==> config.mk <==
export PLATFORM = sky130hd
export DESIGN_NAME = flrb_builder
export DESIGN_NICKNAME = d
export VERILOG_FILES = /design/src/design/flrb_pkg.sv /design/src/design/flrb_builder.sv /design/src/design/flrb_fifo.sv
export SDC_FILE = /design/constraint.sdc
export NUM_CORES = 1
export LEC_CHECK = 0
export BUFFER_PORTS_ARGS = -buffer_cell sky130_fd_sc_hd__buf_2
export CAP_MARGIN = 20
export CORE_MARGIN = 3
export CORE_UTILIZATION = 40
export DETAILED_ROUTE_END_ITERATION = 10
export PLACE_DENSITY = 0.65
export SYNTH_ARGS = -nofsm -noshare
export SYNTH_HDL_FRONTEND = slang
export SYNTH_SLANG_ARGS = --single-unit
==> constraint.sdc <==
create_clock -name core_clk_in -period 3.1 [get_ports core_clk_in]
set_input_delay 0.465 -clock core_clk_in [delete_from_list [all_inputs] [get_ports core_clk_in]]
set_output_delay 0.465 -clock core_clk_in [all_outputs]
set_load 0.01 [all_outputs]
==> src/design/flrb_pkg.sv <==
// Purpose: shared constants for the fault record builder
// Assumes: 40 MHz core clock, byte stream of the record section 13..39
// Notes:   all offsets are record byte positions
package flrb_pkg;
    localparam int          FLRB_DATA_W      = 8;
    localparam int          FLRB_FIFO_DEPTH  = 8;
    localparam logic [7:0]  FLRB_FIRST_BYTE  = 8'h0D;   // 13
    localparam logic [7:0]  FLRB_LAST_BYTE   = 8'h27;   // 39
    localparam logic [7:0]  FLRB_BLOCK_LEN   = 8'h93;   // 147
    localparam logic [7:0]  FLRB_EMPTY_LEN   = 8'h00;
    localparam logic [4:0]  FLRB_LAST_STEP   = 5'h19;   // 25
    localparam logic [7:0]  FLRB_RSVD_BYTE   = 8'h00;
    localparam logic [15:0] FLRB_WORD_RST    = 16'h0000;
    localparam logic [7:0]  FLRB_POS_RST     = 8'h00;

    // step codes of the conversion sequencer carrying each reading
    localparam logic [4:0]  FLRB_STEP_VOUT   = 5'h01;
    localparam logic [4:0]  FLRB_STEP_IOUT   = 5'h03;
    localparam logic [4:0]  FLRB_STEP_ICHAN  = 5'h05;
    localparam logic [4:0]  FLRB_STEP_VIN    = 5'h07;
    localparam logic [4:0]  FLRB_STEP_IIN    = 5'h09;
    localparam logic [4:0]  FLRB_STEP_TEXT   = 5'h0B;
    localparam logic [4:0]  FLRB_STEP_TINT   = 5'h0D;

    typedef enum logic [1:0] {
        FLRB_IDLE  = 2'b00,
        FLRB_FINISH = 2'b01,
        FLRB_EMIT  = 2'b10,
        FLRB_WAIT  = 2'b11
    } flrb_state_t;
endpackage

==> src/design/flrb_builder.sv <==
// Purpose: builds record bytes 13..39 (peaks, temperatures, newest event page)
// Assumes: readings arrive tagged with sequencer step; peaks come from trackers
// Notes:   byte stream leaves through an 8-deep fifo with back-pressure
//          page fields are a snapshot taken at the close of the fault pass;
//          live copies keep tracking so no later reading reaches the record
// ****************************************************************
// ****************************************************************
module flrb_builder
    import flrb_pkg::*;
(
    input  wire logic        core_clk_in,
    input  wire logic        rst_b_in,
    input  wire logic        clk_en_in,
    input  wire logic        fault_in,
    input  wire logic        adc_valid_in,
    input  wire logic [4:0]  adc_step_in,
    input  wire logic [15:0] adc_data_in,
    input  wire logic [15:0] peak_channel_input_current_in,
    input  wire logic [15:0] peak_input_voltage_in,
    input  wire logic [15:0] peak_external_temperature_in,
    input  wire logic [7:0]  vout_status_in,
    input  wire logic        log_present_in,
    input  wire logic        fault_record_read_in,
    input  wire logic        store_done_in,
    output logic             store_req_out,
    output logic [7:0]       block_len_out,
    output logic             byte_valid_out,
    input  wire logic        byte_ready_in,
    output logic [7:0]       byte_data_out,
    output logic             busy_out
);
    // two copies of every reading: lv_* follow the sequencer all the time,
    // the plain fields are the frozen page that the record reads out; one
    // copy alone would let readings taken after the pass closes overwrite the page
    typedef struct packed {
        flrb_state_t state;
        logic [7:0]  pos;
        logic [15:0] vout;
        logic [15:0] iout;
        logic [15:0] ichan;
        logic [15:0] vin;
        logic [15:0] iin;
        logic [15:0] text;
        logic [15:0] tint;
        logic [15:0] lv_vout;
        logic [15:0] lv_iout;
        logic [15:0] lv_ichan;
        logic [15:0] lv_vin;
        logic [15:0] lv_iin;
        logic [15:0] lv_text;
        logic [15:0] lv_tint;
        logic [15:0] pk_ichan;
        logic [15:0] pk_vin;
        logic [15:0] pk_text;
        logic [7:0]  vstat;
        logic        req;
        logic [7:0]  len;
    } flrb_regs_t;

    flrb_regs_t r_ff;
    flrb_regs_t nxt_r;
    logic       fifo_ready;
    logic       emit_valid;
    logic [7:0] emit_byte;

    // ****************************************************************
    // byte selector
    // ****************************************************************
    function automatic logic [7:0] flrb_pick(input logic [15:0] w, input logic hi);
        flrb_pick = hi ? w[15:8] : w[7:0];
    endfunction

    // maps a record position onto its captured field
    // odd positions carry the upper byte of every 16-bit field
    function automatic logic [7:0] flrb_byte(input flrb_regs_t s, input logic [7:0] p);
        logic hi;
        hi = !p[0];
        case (p)
            8'd13, 8'd14: flrb_byte = flrb_pick(s.pk_ichan, !hi);
            8'd15, 8'd16: flrb_byte = flrb_pick(s.pk_vin, !hi);
            8'd17, 8'd18: flrb_byte = flrb_pick(s.text, !hi);
            8'd21, 8'd22: flrb_byte = flrb_pick(s.tint, !hi);
            8'd23, 8'd24: flrb_byte = flrb_pick(s.pk_text, !hi);
            8'd27, 8'd28: flrb_byte = flrb_pick(s.vout, !hi);
            8'd31, 8'd32: flrb_byte = flrb_pick(s.iout, !hi);
            8'd33, 8'd34: flrb_byte = flrb_pick(s.ichan, !hi);
            8'd35, 8'd36: flrb_byte = flrb_pick(s.vin, !hi);
            8'd37, 8'd38: flrb_byte = flrb_pick(s.iin, !hi);
            8'd39:        flrb_byte = s.vstat;
            default:      flrb_byte = FLRB_RSVD_BYTE;
        endcase
    endfunction

    // ****************************************************************
    // next state
    // ****************************************************************
    // order inside: live capture, length, then the state machine; a fault in
    // idle outranks a read seen in the same cycle, and both are ignored while
    // busy since only one record job runs at a time
    always_comb begin
        nxt_r      = r_ff;
        emit_valid = 1'b0;
        emit_byte  = flrb_byte(r_ff, r_ff.pos);
        // live copies follow every conversion in every state, so a pass that
        // straddles a read or a store is never missing a step
        if (adc_valid_in) begin
            case (adc_step_in)
                FLRB_STEP_VOUT:  nxt_r.lv_vout  = adc_data_in;   // mantissa only
                FLRB_STEP_IOUT:  nxt_r.lv_iout  = adc_data_in;
                FLRB_STEP_ICHAN: nxt_r.lv_ichan = adc_data_in;
                FLRB_STEP_VIN:   nxt_r.lv_vin   = adc_data_in;
                FLRB_STEP_IIN:   nxt_r.lv_iin   = adc_data_in;
                FLRB_STEP_TEXT:  nxt_r.lv_text  = adc_data_in;
                FLRB_STEP_TINT:  nxt_r.lv_tint  = adc_data_in;
                default:         nxt_r.lv_vout  = r_ff.lv_vout;
            endcase
        end
        // zero length until a log exists
        nxt_r.len = log_present_in ? FLRB_BLOCK_LEN : FLRB_EMPTY_LEN;
        case (r_ff.state)
            FLRB_IDLE: begin
                if (fault_in) begin
                    nxt_r.state = FLRB_FINISH;
                end else if (fault_record_read_in && log_present_in) begin
                    nxt_r.pos   = FLRB_FIRST_BYTE;
                    nxt_r.state = FLRB_EMIT;
                end
            end
            FLRB_FINISH: begin
                // keep converting until the pass closes at step 25
                if (adc_valid_in && adc_step_in == FLRB_LAST_STEP) begin
                    // freeze the page here; readings after this edge only
                    // reach the live copies, never the record
                    nxt_r.vout     = nxt_r.lv_vout;
                    nxt_r.iout     = nxt_r.lv_iout;
                    nxt_r.ichan    = nxt_r.lv_ichan;
                    nxt_r.vin      = nxt_r.lv_vin;
                    nxt_r.iin      = nxt_r.lv_iin;
                    nxt_r.text     = nxt_r.lv_text;
                    nxt_r.tint     = nxt_r.lv_tint;
                    nxt_r.pk_ichan = peak_channel_input_current_in;
                    nxt_r.pk_vin   = peak_input_voltage_in;
                    nxt_r.pk_text  = peak_external_temperature_in;
                    nxt_r.vstat    = vout_status_in;
                    nxt_r.req      = 1'b1;
                    nxt_r.state    = FLRB_WAIT;
                end
            end
            FLRB_WAIT: begin
                // hold the store request until the write engine is done;
                // store_done_in is a one-cycle pulse and only counts here
                if (store_done_in) begin
                    nxt_r.req   = 1'b0;
                    nxt_r.state = FLRB_IDLE;
                end
            end
            FLRB_EMIT: begin
                // a stalled fifo holds pos; the byte is rebuilt from the frozen page
                emit_valid = 1'b1;
                if (fifo_ready) begin
                    nxt_r.pos = r_ff.pos + 8'd1;
                    if (r_ff.pos == FLRB_LAST_BYTE) begin
                        nxt_r.state = FLRB_IDLE;
                    end
                end
            end
            default: nxt_r.state = FLRB_IDLE;
        endcase
    end

    // ****************************************************************
    // state register
    // ****************************************************************
    // clock enable low freezes every field; the fifo obeys the same enable
    // so a stalled core never loses a half-moved byte
    always_ff @(posedge core_clk_in or negedge rst_b_in) begin
        if (!rst_b_in) begin
            r_ff <= '{state: FLRB_IDLE, pos: FLRB_POS_RST, vstat: FLRB_RSVD_BYTE, req: 1'b0,
                      len: FLRB_EMPTY_LEN, default: FLRB_WORD_RST};
        end else if (clk_en_in) begin
            r_ff <= nxt_r;
        end
    end

    // ****************************************************************
    // byte stream buffer
    // ****************************************************************
    // fifo decouples the serial host's pace from the builder; eight bytes
    // of slack cover a host that stalls briefly between block bytes
    flrb_fifo #(
        .W     (FLRB_DATA_W),
        .DEPTH (FLRB_FIFO_DEPTH)
    ) u_fifo (
        .core_clk_in   (core_clk_in),
        .rst_b_in      (rst_b_in),
        .clk_en_in     (clk_en_in),
        .in_valid_in   (emit_valid),
        .in_ready_out  (fifo_ready),
        .in_data_in    (emit_byte),
        .out_valid_out (byte_valid_out),
        .out_ready_in  (byte_ready_in),
        .out_data_out  (byte_data_out)
    );

    // ****************************************************************
    // port outputs
    // ****************************************************************
    // request and length come straight from registers
    assign store_req_out = r_ff.req;
    assign block_len_out = r_ff.len;
    assign busy_out      = (r_ff.state != FLRB_IDLE);
endmodule

==> src/design/flrb_fifo.sv <==
// Purpose: small valid/ready fifo for the record byte stream
// Assumes: single clock, asynchronous active-low reset
// Notes:   depth must be a power of two
module flrb_fifo #(
    parameter int W     = 8,
    parameter int DEPTH = 8
) (
    input  wire logic         core_clk_in,
    input  wire logic         rst_b_in,
    input  wire logic         clk_en_in,
    input  wire logic         in_valid_in,
    output logic              in_ready_out,
    input  wire logic [W-1:0] in_data_in,
    output logic              out_valid_out,
    input  wire logic         out_ready_in,
    output logic [W-1:0]      out_data_out
);
    localparam int AW = $clog2(DEPTH);
    logic [W-1:0] mem_ff [DEPTH];
    logic [AW:0]  wr_ff;
    logic [AW:0]  rd_ff;
    logic         push;
    logic         pop;

    // full when pointers differ only in the wrap bit
    assign in_ready_out  = !((wr_ff[AW] != rd_ff[AW]) && (wr_ff[AW-1:0] == rd_ff[AW-1:0]));
    assign out_valid_out = (wr_ff != rd_ff);
    assign out_data_out  = mem_ff[rd_ff[AW-1:0]];
    assign push = clk_en_in && in_valid_in && in_ready_out;
    assign pop  = clk_en_in && out_valid_out && out_ready_in;

    // storage has no reset; only pointers need one
    always_ff @(posedge core_clk_in) begin
        if (push) begin
            mem_ff[wr_ff[AW-1:0]] <= in_data_in;
        end
    end

    always_ff @(posedge core_clk_in or negedge rst_b_in) begin
        if (!rst_b_in) begin
            wr_ff <= '0;
            rd_ff <= '0;
        end else begin
            if (push) wr_ff <= wr_ff + 1'b1;
            if (pop)  rd_ff <= rd_ff + 1'b1;
        end
    end
endmodule

==> Word-level counts from Yosys, hierarchy flattened <==
Memories as Yosys holds them, arrays and structs flattened.
Cells that the tools add are included.
{ "totals": {"register_bits": 307, "latchBits": 0, "mem_bits_rw": 64, "rom_bits": 0, "inputBits": 86, "output_inout_bits": 19, "elab_cells": 131, "n_memories": 1} }
{ "memory_table": {"columns": ["memory", "depth", "width", "rd", "rd_clocked_by_memory_dff", "wr", "line", "rtl"], "rows": [
  ["u_fifo.mem_ff", 8, 8, 1, 0, 1, "flrb_fifo.sv:19", "logic [W-1:0] mem_ff [DEPTH];"]
]} }
{ "classes": {"add_sub_neg": 3, "n_mul": 0, "div_mod_pow": 0, "n_lt_le_gt_ge": 0, "n_eq_ne": 42, "shifts": 0, "mux": 35, "bitwise": 0, "n_reduce_logical": 26} }
{ "ops": {"columns": ["cell", "n"], "rows": [
  ["2-to-1 mux 112 bit", 1],
  ["2-to-1 mux 16 bit", 7],
  ["2-to-1 mux 8 bit", 12],
  ["one-hot mux 8 bit (11 select lines)", 1],
  ["== test 8 x 5 -> 1 bit (second input constant)", 10],
  ["== test 8 x 6 -> 1 bit (second input constant)", 8],
  ["== test 8 x 4 -> 1 bit (second input constant)", 3],
  ["2-to-1 mux 10 bit", 2],
  ["OR reduction 2 bit", 10],
  ["one-hot mux 8 bit (2 select lines)", 1],
  ["== test 5 x 4 -> 1 bit (second input constant)", 3],
  ["!= test 2 bit (second input constant)", 6],
  ["== test 5 x 3 -> 1 bit (second input constant)", 2],
  ["adder 4 x 1 -> 4 bit (second input constant)", 2],
  ["adder 8 x 1 -> 8 bit (second input constant)", 1],
  ["2-to-1 mux 2 bit", 4],
  ["one-hot mux 2 bit (4 select lines)", 1],
  ["logical AND 1 bit", 7],
  ["AND reduction 6 bit", 1],
  ["nonzero test 2 bit", 3],
  ["== test 5 x 1 -> 1 bit (second input constant)", 1],
  ["== test 5 x 2 -> 1 bit (second input constant)", 1],
  ["== test 5 bit (second input constant)", 1],
  ["2-to-1 mux 1 bit", 5],
  ["12 further kinds", 13]
]} }

==> Logic depth before layout (Yosys ltp) <==
{ "depth": {"word_depth": 6, "ltp_mapped": 10, "mapped_depth_nobuf": 7} }

==> Hierarchy <==
From an unflattened synthesis, not the netlist that was laid out.
{ "unflattened": {"cells_unflattened": 1362, "hier_area_um2": 17090.1} }
{ "modules_own_cells": {"columns": ["module", "n_inst", "cells_each", "area_each_um2", "seq_area_each_um2"], "rows": [
  ["flrb_builder", 1, 1216, 14059.7, 7307.0],
  ["flrb_fifo", 1, 146, 3030.4, 2122.0]
]} }

==> Worst setup path after synthesis <==
Ideal clock, no wire load.
{ "synth_path": {"path_type": "register to register", "start": "reg r_ff[289] (netlist bit)", "end": "mem u_fifo.mem_ff[0][5] (data pin)", "setup_time_ps": 317, "t_arrival_ps": 2496, "required_time_ps": 2783, "path_slack_ps": 287, "stages_incl_launch_ff": 10, "path_buffers": 2, "period_less_slack_ps": 2813, "path_cell_list": "dfrtp_1 -> buf_2 -> buf_1 -> inv_1 -> ha_1 -> mux2_2 -> and2_1 -> a222oi_1 -> o22a_1 -> nand4_1"} }
{ "synth_via": {"elab_chain_cells": 3, "word_cells_on_any_way": 42, "cone_classes": "eq/ne: 21; mux: 11; reduce/logical: 10"} }
{ "synth_rtl": {"columns": ["element", "line", "rtl"], "rows": [
  ["from (decl)", "flrb_builder.sv:60", "flrb_regs_t r_ff;"],
  ["from (signal assigned)", "flrb_builder.sv:178", "r_ff <= '{state: FLRB_IDLE, pos: FLRB_POS_RST, vstat: FLRB_RSVD_BYTE, req: 1'b0,"],
  ["from (signal assigned)", "flrb_builder.sv:181", "r_ff <= nxt_r;"],
  ["== test 8 x 6 -> 1 bit (tied with other cells)", "flrb_builder.sv:78", "case (p)"],
  ["OR reduction 2 bit", "flrb_builder.sv:78", null],
  ["one-hot mux 8 bit (11 select lines) *", "flrb_builder.sv:78", null],
  ["via emit_byte[5]", "flrb_builder.sv:64", "logic [7:0] emit_byte;"],
  ["to (decl)", "flrb_fifo.sv:19", null]
]} }
Mark *: on every way through the listed nets, which the timed path passes. The rest lies on a longest branch.

==> Final worst setup path <==
{ "layout_path": {"start": "reg u_fifo.rd_ff[0]", "end": "out byte_data_out[2]"} }
{ "layout_via": {"elab_chain_cells": 1} }
{ "layout_rtl": {"columns": ["element", "line", "rtl"], "rows": [
  ["from (decl)", "flrb_fifo.sv:21", "logic [AW:0] rd_ff;"],
  ["from (signal assigned)", "flrb_fifo.sv:45", "if (pop) rd_ff <= rd_ff + 1'b1;"],
  ["memory (8 x 8 bit)", null, null],
  ["to (decl)", "flrb_builder.sv:29", "output logic [7:0] byte_data_out,"]
]} }
Every way passes these cells.

==> impl_results.md <==
- Mapped Cells: 1306
- Synth cell types: 56
- Fillers: 3661
- Number of synthesized flops with an enable pin: 64
- Htree depth: 2
- Crit path buf inv count: 2
- Crit path largest cell delay: 560 ps
- P per Cell Area: 748 nW/um^2
- TritonCTS clock tree: yes
- Share of layout cells above drive strength 1: 0.299
- Synth Register Bits: 364
- Post-DP HPWL: 26700 microns
- Crit Path Class: flop to output port
- ANT nets after route: 0
- PostCTS Resize Cnt: 0
- Mean post-synth cell area: 12.7 sq um
- Die Y: 210 microns
- Final Critical Period: 2760 ps
- # DRC: 0
- Top FF cell, synth: dfrtp_1
- Lkg Pwr: 0.00909 uW
- IO Pins: 105
- Final Util: 0.465
- Final period util: 0.891
- Die area: 44100 sq um
- Vias per cell: 5.38
- Area Growth Syn to Fin: 14.3%
- Yosys warns: 0
- Number of setup buffers added after CTS: 0
- Fin. Hold Viols: 0
- Slew @ Worst Pin: 986 ps
- Highest clock rate: 0.362 GHz
- Data required, critical path: 2630 ps
- Starting density of the core: 0.407
- Overflow left after global routing: 0
- Total power: 14200 uW
- Site Rows: 74
- Hold Path Class: input pin to flop
- Seq/Total Area, Yosys: 0.567
- Port Buffers: 100
- Pin count of the biggest net entering global routing: 82
- Critical Path Fanout Max: 19
- CP startpoint kind: flop
- Final setup skew: 18.2 ps
- Most common cell after layout, fill and taps aside: dfrtp_1
- Die Width: 210 microns
- All-Layer GR Usage: 0.179
- Clk_lat worst skew: 550 ps
- Number of global-route vias before repair: 10500
- DR WL/cell: 20.2 microns
- Clock sinks: 364
- Clock Pin Slew Worst Setup and Hold Paths: 60 ps
- Mapped Area: 16600 sq um
- RePlAce Congestion: 0.843
- Crit path cell chain: buf_4 > mux4_2 > mux2_2 > buf_2
- Status: finished clean
- Max_cap viols: 0
- Ant. Diodes: 0
- Most frequent cells in the layout: dfrtp_1 (299), mux2_2 (189), mux2i_1 (172)
- Setup crit end kind: output port
- Vias: 10500
- Max Slew Vio Count: 0
- CTS max path bufs: 3
- RSZ-0062 raised after global routing: no
- First-pass iteration count of the detailed router: 5
- Crit path max-delay cell type: mux4_2
- Cts hold-fix bufs: 1
- Worst VDD drop: 405 uV
- Critical path's top delay family: multiplexers
- Post-Route WL: 39400 microns
- Final setup viols: 0
- Clock Root Buffer: clkbuf_16
- Setup TNS: 0 ps
- Max transition margin: 0.341
- Final Net Count: 1489
- Core area: 40900 sq um
- Post-synth ARST share: 0.824
- Initial antenna violation count: 0
- Initial DRC count: 644
- CP arrival: 2300 ps
- First-pass GRT wire length: 61900 microns
- CTS buffer count: 40
stage by stage:
stage / area [sq um] / hold slack, ps / setup slack, ps / cells
finish: 19000 / 137 / 338 / 1953
global route: 19000 / 120 / 221 / 1953
CTS: 19000 / 102 / 278 / 1953
detailed placement: 17800 / 477 / 231 / 1885
global placement: 17800 / 473 / 295 / 1885
floorplan: 16600 / 169 / 287 / 1309
cell type report:
cell class                      instances  area (sq um)  area share
Sequential cell                       364          9430       0.496
Multi-Input combinational cell        835          6670       0.351
Clock buffer                           55          1150      0.0604
Timing Repair Buffer                  149           981      0.0516
Tap cell                              532           666      0.0350
Clock inverter                         12           100     0.00526
Inverter                                6          22.5     0.00118
logic make-up after synthesis:
logic type,after synthesis,synth area share
AOI/OAI and AO/OA,179,0.0612
and+or+nand+nor,248,0.0678
DFF,364,0.567
buffers and inverters,110,0.0335
muxes,387,0.260
adders and majority gates,7,0.00526
other,1,0.000225
xor gates and xnor gates,10,0.00527
worst reg2reg max path, stage by stage (launching register included):
cell and delay, ps:
dfrtp_4 530, ha_1 250, and3_1 240, a32oi_1 410, buf_4 250, nor2_1 60
a311oi_1 190, nand4_1 400
sequential cells by signal (all words and copies together) (netlist names):
| signal | flops |
|---|---|
| u_fifo.rd_ff | 4 |
| u_fifo.mem_ff | 64 |
| block_len_out | 1 |
| r_ff | 290 |
| u_fifo.wr_ff | 4 |
| store_req_out | 1 |
Yosys cell counts, drive strengths merged, types with 6 or more instances:
| cell type | instances | area (sq um) |
|---|---|---|
| xnor2 | 8 | 70.1 |
| ha | 7 | 87.6 |
| inv | 6 | 22.5 |
| o22ai | 6 | 37.5 |
| mux4 | 16 | 360 |
| mux2i | 172 | 1720 |
| a21oi | 123 | 616 |
| o221ai | 7 | 61.3 |
| o21ai | 14 | 70.1 |
| nand2 | 34 | 133 |
| mux2 | 199 | 2240 |
| nand3 | 15 | 75.1 |
| edfxtp | 64 | 1920 |
| nor2 | 150 | 566 |
| buf | 68 | 400 |
| clkbuf | 36 | 135 |
| nor3 | 7 | 40.0 |
| dfrtp | 300 | 7510 |
| nand4 | 11 | 68.8 |
| a31oi | 6 | 37.5 |
worst paths after layout:
kind,startpoint,cells past startpoint,end,slack [ps]
max reg2reg,r_ff[289],7,u_fifo.mem_ff[3][0],350
max,u_fifo.rd_ff[0],4,byte_data_out[2],340
min,peak_input_voltage_in[15],2,r_ff[48],140
min reg2reg,r_ff[110],1,r_ff[110],490
max in group asynchronous,rst_b_in,3,r_ff[24],1780
min in group asynchronous,rst_b_in,2,r_ff[250],500
where the power goes:
part | internal (uW) | total [uW] | switching [uW] | leakage, uW
logic | 1550 | 3320 | 1770 | 0.00387
clock network | 2670 | 4570 | 1900 | 0.000611
registers | 5770 | 6340 | 575 | 0.00461
routing by layer:
metal / vias to the layer above / global-route usage / routed length (microns)
met1: 5325 / 0.258 / 18500
li1: 4884 / - / -
met3: 60 / 0.0372 / 2020
met2: 231 / 0.278 / 17900
met4: 0 / 0.0513 / 911
met5: - / 0 / 0
Power figures use the tool's default switching activity.
